$ cat src/dram_refresh_pkg.sv
// constants and carriers for the dram refresh and parity block
package dram_refresh_pkg;
  // register byte addresses on the apb slave
  localparam logic [11:0] GMR_OFS = 12'h000;
  localparam logic [11:0] PARCFG_OFS = 12'h004;
  localparam logic [11:0] MEMORY_STATUS_REGISTER_OFS = 12'h008;
  localparam logic [11:0] RSTAT_OFS = 12'h00C;
  // global_memory_register fields
  localparam int REFRESH_INTERVAL_COUNT_LSB = 0;
  localparam int REFRESH_INTERVAL_COUNT_W = 16;
  localparam int REFRESH_CYCLE_LENGTH_LSB = 16;
  localparam int REFRESH_CYCLE_LENGTH_W = 2;
  localparam int REFRESH_ENABLE_BIT_BIT = 20;
  localparam int ODD_PARITY_SELECT_BIT = 21;
  localparam int PARITY_BUS_ERROR_ENABLE_BIT = 22;
  // reset values
  localparam logic [31:0] GMR_RST = 32'h0000_0000;
  localparam logic [3:0] PARCFG_RST = 4'h0;
  localparam logic [3:0] MEMORY_STATUS_REGISTER_RST = 4'h0;
  // refresh timing
  localparam logic [2:0] REFRESH_CYCLE_LENGTH_BASE = 3'h3;
  localparam logic [2:0] MAX_PENDING = 3'h7;
  localparam logic [2:0] REFRESH_LEVEL = 3'h6;
  localparam int MAX_BANKS = 4;

  // one data phase of a memory access, from the controller core
  typedef struct packed {
    logic valid;
    logic write;
    logic internal;
    logic ext_async;
    logic ext_ack;
    logic [1:0] bank;
    logic [31:0] wdata;
  } acc_s;

  // row and column strobes, active low, one per bank
  typedef struct packed {
    logic [MAX_BANKS-1:0] ras_n;
    logic [MAX_BANKS-1:0] cas_n;
  } strobe_s;

  typedef enum logic [1:0] {R_IDLE, R_REQ, R_CYCLE} rfsh_e;
endpackage : dram_refresh_pkg

$ cat src/dram_refresh_and_parity.sv
// refresh scheduler and byte parity logic of the dram controller
//
// What this block does
// [RQ1] per-bank enable: parity generated writes, checked reads
// [RQ2] odd or even parity from select bit
// [RQ3] internal master bus error only when enabled
// [RQ4] error pin held until bank flag cleared
// [RQ5] no parity for async external masters
// [RQ6] no parity on externally acknowledged cycles
// [RQ7] cas asserted before ras, no row address
// [RQ8] each refresh timer expiry requests one refresh
// [RQ9] refresh bus request at priority level 6
// [RQ10] bus clear asserted while requesting for refresh
// [RQ11] after grant, run refresh cycle on bank
// [RQ12] software scales interval by number of banks
// [RQ13] successive refreshes alternate between banks
// [RQ14] queue seven requests, run them back to back
// [RQ15] refresh runs only while enable bit set
// [RQ16] refresh cycle length three to six clocks
// [RQ17] interval taken from refresh count field
// [RQ18] software does eight reads after enabling bank
// [RQ19] timer reloads; pending count saturates
// [RQ20] reset: no pending refresh, error pin off
//
// The placing of the registers and the APB interface to the registers were decided locally.
`timescale 1ns/1ps
module dram_refresh_and_parity #(
  parameter int BANKS = 2
) (
  input wire logic SYS_CLK,
  input wire logic RST,
  input wire logic PSEL,
  input wire logic PENABLE,
  input wire logic PWRITE,
  input wire logic [11:0] PADDR,
  input wire logic [31:0] PWDATA,
  output logic [31:0] PRDATA,
  output logic PREADY,
  output logic PSLVERR,
  input wire dram_refresh_pkg::acc_s ACC,
  input wire logic [31:0] RD_DATA,
  input wire logic [3:0] PRTY_IN,
  output logic [3:0] PRTY_OUT,
  output logic [3:0] PRTY_OE_N,
  output logic BUS_ERR,
  output logic PARITY_ERROR_PIN_N,
  output logic BUS_REQ,
  output logic [2:0] BUS_REQ_LEVEL,
  output logic BUS_CLEAR_OUT,
  input wire logic BUS_GRANT,
  output dram_refresh_pkg::strobe_s STROBES
);

  // ----------------------------------------------------------------
  // registers
  // ----------------------------------------------------------------
  logic [31:0] gmr_r;
  logic [3:0] par_en_r;
  logic [3:0] parity_error_pin_flag_r;
  logic [3:0] parity_error_pin_set;
  logic [2:0] pending_r;
  logic [1:0] bank_r;
  dram_refresh_pkg::rfsh_e state_r;
  logic [15:0] timer_r;
  logic [2:0] step_r;
  logic acc_phase;
  logic wr_hit;
  logic map_hit;
  logic [31:0] rd_mux;

  // field views of the global memory register
  logic [15:0] refresh_interval_count;
  logic [2:0] cyc_len;
  logic refresh_enable_bit;
  logic odd_sel;
  logic parity_bus_error_enable;
  assign refresh_interval_count = gmr_r[dram_refresh_pkg::REFRESH_INTERVAL_COUNT_LSB +: dram_refresh_pkg::REFRESH_INTERVAL_COUNT_W];
  assign cyc_len = {1'b0, gmr_r[dram_refresh_pkg::REFRESH_CYCLE_LENGTH_LSB +:
                   dram_refresh_pkg::REFRESH_CYCLE_LENGTH_W]} + dram_refresh_pkg::REFRESH_CYCLE_LENGTH_BASE;
  assign refresh_enable_bit = gmr_r[dram_refresh_pkg::REFRESH_ENABLE_BIT_BIT];
  assign odd_sel = gmr_r[dram_refresh_pkg::ODD_PARITY_SELECT_BIT];
  assign parity_bus_error_enable = gmr_r[dram_refresh_pkg::PARITY_BUS_ERROR_ENABLE_BIT];

  // ----------------------------------------------------------------
  // apb slave
  // ----------------------------------------------------------------
  // one wait state: ready rises the cycle after penable
  assign acc_phase = PSEL & PENABLE & ~PREADY;
  assign map_hit = (PADDR == dram_refresh_pkg::GMR_OFS) |
                   (PADDR == dram_refresh_pkg::PARCFG_OFS) |
                   (PADDR == dram_refresh_pkg::MEMORY_STATUS_REGISTER_OFS) |
                   (PADDR == dram_refresh_pkg::RSTAT_OFS);
  assign wr_hit = PSEL & PENABLE & PREADY & PWRITE;

  // read data selection
  always_comb begin
    rd_mux = 32'h0000_0000;
    case (PADDR)
      dram_refresh_pkg::GMR_OFS: rd_mux = gmr_r;
      dram_refresh_pkg::PARCFG_OFS: rd_mux = {28'h0, par_en_r};
      dram_refresh_pkg::MEMORY_STATUS_REGISTER_OFS: rd_mux = {28'h0, parity_error_pin_flag_r};
      dram_refresh_pkg::RSTAT_OFS:
        rd_mux = {24'h0, bank_r, state_r, 1'b0, pending_r};
      default: rd_mux = 32'h0000_0000;
    endcase
  end

  // answer timing and error for unmapped addresses
  always_ff @(posedge SYS_CLK) begin
    if (RST) begin
      PREADY <= 1'b0;
      PSLVERR <= 1'b0;
      PRDATA <= 32'h0000_0000;
    end else begin
      PREADY <= acc_phase;
      PSLVERR <= acc_phase & ~map_hit;
      PRDATA <= (acc_phase & ~PWRITE) ? rd_mux : 32'h0000_0000;
    end
  end

  // configuration registers, written at the completing edge
  always_ff @(posedge SYS_CLK) begin
    if (RST) begin
      gmr_r <= dram_refresh_pkg::GMR_RST;
      par_en_r <= dram_refresh_pkg::PARCFG_RST;
    end else if (wr_hit) begin
      if (PADDR == dram_refresh_pkg::GMR_OFS)
        gmr_r <= PWDATA;
      if (PADDR == dram_refresh_pkg::PARCFG_OFS)
        par_en_r <= PWDATA[3:0];
    end
  end

  // ----------------------------------------------------------------
  // parity generation
  // ----------------------------------------------------------------
  logic par_ok_w;
  logic [3:0] gen_par;
  // [RQ5] [RQ6] no parity for async or externally ended cycles
  assign par_ok_w = ACC.valid & par_en_r[ACC.bank] & ~ACC.ext_async &
                    ~ACC.ext_ack;

  // [RQ1] [RQ2] one parity bit per byte, odd or even
  genvar gi;
  generate
    for (gi = 0; gi < 4; gi++) begin : g_gen
      assign gen_par[gi] = ^ACC.wdata[gi*8 +: 8] ^ odd_sel;
    end
  endgenerate

  // [RQ1] drive parity lines on enabled writes only
  always_ff @(posedge SYS_CLK) begin
    if (RST) begin
      PRTY_OUT <= 4'h0;
      PRTY_OE_N <= 4'hF;
    end else begin
      PRTY_OUT <= gen_par;
      PRTY_OE_N <= (par_ok_w & ACC.write) ? 4'h0 : 4'hF;
    end
  end

  // ----------------------------------------------------------------
  // parity check
  // ----------------------------------------------------------------
  // pin inputs through two flops; the read qualifier is delayed alike
  logic [31:0] rd_s1_r;
  logic [31:0] rd_s2_r;
  logic [3:0] pin_s1_r;
  logic [3:0] pin_s2_r;
  logic [1:0] chk_v_r;
  logic [1:0] chk_int_r;
  logic [1:0] chk_bank0_r;
  logic [1:0] chk_bank1_r;
  logic [3:0] bad_byte;
  logic chk_err;
  logic [1:0] chk_bank;

  always_ff @(posedge SYS_CLK) begin
    if (RST) begin
      rd_s1_r <= 32'h0000_0000;
      rd_s2_r <= 32'h0000_0000;
      pin_s1_r <= 4'h0;
      pin_s2_r <= 4'h0;
    end else begin
      rd_s1_r <= RD_DATA;
      rd_s2_r <= rd_s1_r;
      pin_s1_r <= PRTY_IN;
      pin_s2_r <= pin_s1_r;
    end
  end

  // [RQ1] check qualifier is delayed two cycles, in step with the data
  always_ff @(posedge SYS_CLK) begin
    if (RST) begin
      chk_v_r <= 2'h0;
      chk_int_r <= 2'h0;
      chk_bank0_r <= 2'h0;
      chk_bank1_r <= 2'h0;
    end else begin
      chk_v_r <= {chk_v_r[0], par_ok_w & ~ACC.write};
      chk_int_r <= {chk_int_r[0], ACC.internal};
      chk_bank0_r <= ACC.bank;
      chk_bank1_r <= chk_bank0_r;
    end
  end

  // [RQ2] recompute parity of received bytes
  generate
    for (gi = 0; gi < 4; gi++) begin : g_chk
      assign bad_byte[gi] = (^rd_s2_r[gi*8 +: 8] ^ odd_sel) != pin_s2_r[gi];
    end
  endgenerate
  assign chk_err = chk_v_r[1] & (|bad_byte);
  assign chk_bank = chk_bank1_r;
  assign parity_error_pin_set = chk_err ? (4'h1 << chk_bank) : 4'h0;

  // [RQ4] write one to clear; a new error wins over the clear
  always_ff @(posedge SYS_CLK) begin
    if (RST) begin
      parity_error_pin_flag_r <= dram_refresh_pkg::MEMORY_STATUS_REGISTER_RST;
    end else if (wr_hit && PADDR == dram_refresh_pkg::MEMORY_STATUS_REGISTER_OFS) begin
      parity_error_pin_flag_r <= (parity_error_pin_flag_r & ~PWDATA[3:0]) | parity_error_pin_set;
    end else begin
      parity_error_pin_flag_r <= parity_error_pin_flag_r | parity_error_pin_set;
    end
  end

  // [RQ4] [RQ20] pin low while any flag stands; [RQ3] bus error pulse
  always_ff @(posedge SYS_CLK) begin
    if (RST) begin
      PARITY_ERROR_PIN_N <= 1'b1;
      BUS_ERR <= 1'b0;
    end else begin
      PARITY_ERROR_PIN_N <= ~(|parity_error_pin_flag_r | chk_err);
      BUS_ERR <= chk_err & chk_int_r[1] & parity_bus_error_enable;
    end
  end

  // ----------------------------------------------------------------
  // refresh timer and request queue
  // ----------------------------------------------------------------
  logic expire;
  logic start;
  // [RQ8] [RQ17] timer counts the programmed interval
  assign expire = refresh_enable_bit && (timer_r == 16'h0000);

  // [RQ19] reload on each expiry
  always_ff @(posedge SYS_CLK) begin
    if (RST)
      timer_r <= 16'h0000;
    else if (!refresh_enable_bit || expire)
      timer_r <= refresh_interval_count;
    else
      timer_r <= timer_r - 16'h0001;
  end

  // [RQ14] [RQ19] [RQ20] queue of up to seven, saturating
  always_ff @(posedge SYS_CLK) begin
    if (RST)
      pending_r <= 3'h0;
    else if (expire && !start && pending_r != dram_refresh_pkg::MAX_PENDING)
      pending_r <= pending_r + 3'h1;
    else if (start && !expire)
      pending_r <= pending_r - 3'h1;
  end

  // ----------------------------------------------------------------
  // refresh sequencer
  // ----------------------------------------------------------------
  logic last_step;
  assign last_step = (step_r == cyc_len - 3'h1);
  // [RQ11] [RQ15] start a cycle once granted and enabled
  assign start = refresh_enable_bit && (pending_r != 3'h0) && BUS_GRANT &&
                 (state_r == dram_refresh_pkg::R_REQ ||
                  (state_r == dram_refresh_pkg::R_CYCLE && last_step));

  // [RQ14] back-to-back cycles while requests remain
  always_ff @(posedge SYS_CLK) begin
    if (RST) begin
      state_r <= dram_refresh_pkg::R_IDLE;
      step_r <= 3'h0;
    end else begin
      case (state_r)
        dram_refresh_pkg::R_IDLE: begin
          if (refresh_enable_bit && pending_r != 3'h0)
            state_r <= dram_refresh_pkg::R_REQ;
        end
        dram_refresh_pkg::R_REQ: begin
          step_r <= 3'h0;
          if (start)
            state_r <= dram_refresh_pkg::R_CYCLE;
          else if (!refresh_enable_bit)
            state_r <= dram_refresh_pkg::R_IDLE;
        end
        dram_refresh_pkg::R_CYCLE: begin
          // [RQ16] cycle lasts three to six clocks
          if (!last_step)
            step_r <= step_r + 3'h1;
          else if (start)
            step_r <= 3'h0;
          else
            state_r <= dram_refresh_pkg::R_IDLE;
        end
        default: state_r <= dram_refresh_pkg::R_IDLE;
      endcase
    end
  end

  // [RQ13] next bank after each refresh cycle
  always_ff @(posedge SYS_CLK) begin
    if (RST)
      bank_r <= 2'h0;
    else if (state_r == dram_refresh_pkg::R_CYCLE && last_step)
      bank_r <= (bank_r == 2'(BANKS - 1)) ? 2'h0 : bank_r + 2'h1;
  end

  // [RQ9] [RQ10] request at level 6 with bus clear
  always_ff @(posedge SYS_CLK) begin
    if (RST) begin
      BUS_REQ <= 1'b0;
      BUS_CLEAR_OUT <= 1'b0;
      BUS_REQ_LEVEL <= 3'h0;
    end else begin
      BUS_REQ <= refresh_enable_bit && (pending_r != 3'h0 ||
                 state_r == dram_refresh_pkg::R_CYCLE);
      BUS_CLEAR_OUT <= refresh_enable_bit && pending_r != 3'h0 &&
                       state_r != dram_refresh_pkg::R_CYCLE;
      BUS_REQ_LEVEL <= dram_refresh_pkg::REFRESH_LEVEL;
    end
  end

  // [RQ7] cas from first clock, ras one later, both off on the last
  logic cas_on;
  logic ras_on;
  assign cas_on = (state_r == dram_refresh_pkg::R_CYCLE) && !last_step;
  assign ras_on = cas_on && step_r != 3'h0;
  always_ff @(posedge SYS_CLK) begin
    if (RST) begin
      STROBES <= '1;
    end else begin
      STROBES.cas_n <= ~(cas_on ? (4'h1 << bank_r) : 4'h0);
      STROBES.ras_n <= ~(ras_on ? (4'h1 << bank_r) : 4'h0);
    end
  end

endmodule : dram_refresh_and_parity

$ cat config.mk
export PLATFORM = sky130hd
export DESIGN_NAME = dram_refresh_and_parity
export DESIGN_NICKNAME = d
export VERILOG_FILES = /design/src/dram_refresh_pkg.sv /design/src/dram_refresh_and_parity.sv
export SDC_FILE = /design/constraint.sdc
export NUM_CORES = 1
export LEC_CHECK = 0
export BUFFER_PORTS_ARGS = -buffer_cell sky130_fd_sc_hd__buf_2
export CAP_MARGIN = 20
export CORE_UTILIZATION = 47
export CTS_CLUSTER_SIZE = 28
export DETAILED_ROUTE_END_ITERATION = 8
export PLACE_DENSITY = 0.75
export REMOVE_ABC_BUFFERS = 1
export SYNTH_ARGS = -nofsm -noshare
export SYNTH_HDL_FRONTEND = slang
export SYNTH_SLANG_ARGS = --single-unit
$ cat constraint.sdc
create_clock -name SYS_CLK -period 2.85 [get_ports SYS_CLK]
set_clock_uncertainty 0.2 [all_clocks]
set_input_delay 0.4275 -clock SYS_CLK [delete_from_list [all_inputs] [get_ports SYS_CLK]]
set_output_delay 0.4275 -clock SYS_CLK [all_outputs]
set_load 0.02 [all_outputs]
==> reports/qor.csv <==
stage,metric,value,unit
outcome,run status,"complete, but fails checks",
global_routing,first-pass GRT wire length,22700,um
critical_path,Slowest cell on crit path,or4_4,
route,DRT Pass-1 Iters,4,
timing,Slew headroom,56.8,%
clocking,CTS sink cnt,198,
timing,final setup violation count,1,
finish,Final #Nets,1054,
floorplan,# IOs,182,
power_and_ir_drop,peak supply drop,0.439,mV
synthesis,Yosys cell types,56,
route,Vias,5307,
floorplan,Initial Util,48.9,%
synthesis,synth warn,0,
timing,final setup margin,-148,ps
global_routing,antenna violations before repair,1,
timing,Fin. Hold Viols,0,
finish,Sequential Area,0.00397,mm^2
critical_path,critical-path cell list,"or4_4, or4b_4, nor4_4, nand2b_2, fa_2, mux2_4, mux2_4",
finish,share of cells above drive strength 1,27.1,%
synthesis,area share of the leading cell type in the synthesized netlist,54.9,%
route,WL final,14300,um
clocking,clk_lat worst skew,430,ps
floorplan,die area,0.0159,mm^2
route,routed vias/inst,4.73,
critical_path,CP arrival,3110,ps
placed_design,Port Buffer Count,180,
route,DRT antenna net count,0,
synthesis,main flop type after synthesis,dfxtp_1,
synthesis,asr flop ratio synth,0,%
flow_run,max cap viols,0,
timing,period utilization,105,%
global_routing,vias in the first global route,4922,
clocking,CTS tree,built,
finish,Fillers,1225,
timing,final worst path period need,3000,ps
finish,multi-input logic area,0.00304,mm^2
timing,fin. max-slew vios,0,
route,# DRC,0,
route,post-DR wirelength/cell,12.7,um
clocking,CTS Buf Count,17,
critical_path,kind of critical path,flop to flop,
placed_design,dpl hpwl,9540,um
synthesis,Synth Instances,722,
timing,worst slew pin tran,649,ps
route,Max Used Layer,met4,
route,metal2 WL,6950,um
floorplan,Chip Height,126,um
synthesis,Post-synth EDFFs,0,
synthesis,"Seq/Total Area, Yosys",54.9,%
synthesis,Post-Syn Area per Cell,10.0,um^2
finish,Final Util,62.3,%
synthesis,post-synth top area cell,dfxtp_1,
finish,area added between synthesis and finish,27.3,%
critical_path,Critical path buffers and inverters,0,
critical_path,crit-path max FO,2,
synthesis,Syn Std Cell Area,0.00722,mm^2
global_routing,total track usage,18.3,%
power_and_ir_drop,power density over cell area,621,mW/mm^2
synthesis,Yosys reg bits,198,
clocking,Clock Pin Slew Worst Setup and Hold Paths,70,ps
critical_path,"Req. time, crit path",2970,ps
clocking,Max Buffers Root-to-Sink,2,
worst_hold_path,Hold Crit Class,input port to flop,
outcome,failing checks,setup timing,
critical_path,worst stage delay on the critical path,530,ps
power_and_ir_drop,Lkg Pwr,3.87,nW
timing,RSZ-0062 raised after global routing,true,
placed_design,GPL Wtd Cong,0.823,
clocking,number of H-tree levels,4,
floorplan,row cnt,44,
route,met3 wire len,872,um
floorplan,Die Wd,126,um
critical_path,family with the most delay on the worst path,simple AND/OR/NAND/NOR gates,
floorplan,core area,0.0148,mm^2
global_routing,largest net degree at the start of global routing,151,
timing,Total Neg Setup Slack,-148,ps
global_routing,GRT overflow,0,
route,met1 WL,6250,um
timing,Max Clk Rate,334,MHz
placed_design,Setup WS pre-CTS,-274,ps
clocking,Root Buffer,clkbuf_16,
critical_path,CP dominant cell by count,mux2_4,
critical_path,crit start category,flop,
route,Starting DRT DRC Count,219,
synthesis,Synth area leaders,"dfxtp_1 55%, xnor2_1 7.8%, nor2b_1 7.4%",
critical_path,endpoint class of the critical path,flop,
synthesized netlist by cell type, drive strengths merged (8+ instances only):
cell,count
a211oi,13
nor2,42
nand3,13
buf,11
nor2b,85
dfxtp,198
xnor2,64
and2,30
clkbuf,28
xor2,14
inv,10
nor3,11
nand2,86
a21oi,43
mux2i,8
final timing paths:
check,to,slack [ps],depth (start not counted),start
max,pending_r[2]$_SDFFE_PP0P_,-150,7,timer_r[13]$_SDFF_PP0_
min,rd_s1_r[16]$_SDFF_PP0_,10,2,RD_DATA[16]
max reg2reg,pending_r[2]$_SDFFE_PP0P_,-150,7,timer_r[13]$_SDFF_PP0_
min reg2reg,rd_s2_r[14]$_SDFF_PP0_,240,1,rd_s1_r[14]$_SDFF_PP0_
layer usage:
layer / track usage (%) / up-vias
li1: - / 2754
met1: 21.7 / 2367
met2: 31.9 / 170
met3: 4.84 / 16
met4: 6.59 / 0
met5: 0 / -
cell type report:
| class | count | share of cell area [%] |
|---|---|---|
| multi-input combinational | 473 | 33.1 |
| tap | 184 | 2.50 |
| sequential | 198 | 43.1 |
| clock inverter | 13 | 1.73 |
| timing repair buffer | 223 | 14.2 |
| inverter | 11 | 0.449 |
| clock buffer | 19 | 4.93 |
| antenna | 1 | 0.0272 |
metrics by stage:
step	std cells	hold WS, ps	instance area [um^2]	total power [W]
after floorplan	682	214	7030	0.00312
after global placement	1063	218	8320	0.00329
after detailed placement	1063	220	8320	0.00330
after CTS	1121	0.0662	9190	0.00575
after global routing	1121	0.364	9190	0.00591
final	1122	14.2	9190	0.00570
cells in the final DEF (no fill, tap or decap), types with 3 or more instances in the layout:
cell type	instances
a211oi_1	13
a21oi_1	43
a311oi_1	3
a31o_2	4
and2_1	30
buf_2	179
buf_4	18
clkbuf_16	17
clkinvlp_4	3
dfxtp_1	197
dlygate4sd3_1	25
ha_1	4
inv_1	10
inv_6	3
inv_8	4
mux2i_1	8
mux4_2	4
nand2_1	86
nand3_1	13
nor2_1	42
nor2b_1	85
nor3_1	9
nor4_1	4
o21ai_0	6
or3_1	4
xnor2_1	64
xor2_1	14
report_power, final:
| part | switching (W) | internal (W) |
|---|---|---|
| registers | 0.0000192 | 0.00283 |
| clock network | 0.00108 | 0.00137 |
| logic | 0.000182 | 0.000224 |
what timing repair did:
action / CTS / global route
hold buffers: 25 / 0
pin swaps: 2 / 0
setup buffers: 1 / 0
endpoints found under the hold margin: 26 / 0
resized for setup: 1 / 1
setup endpoints to repair: 3 / 8
kinds of logic after synthesis:
logic type,share of synthesized area [%]
XOR/XNOR,10.1
flip-flops,54.9
other,0.0519
adder cells (fa/ha/maj),0.970
AO/OA/AOI/OAI,6.72
AND/OR/NAND/NOR,21.3
multiplexers,2.77
buffers and inverters,3.19
flip-flops by register name, indices dropped and copies added (netlist names), 8 cells and up:
register and count:
gmr_r 32, rd_s1_r 32, rd_s2_r 32, PRDATA 32, timer_r 16, STROBES 8
Power figures use the tool's default switching activity.
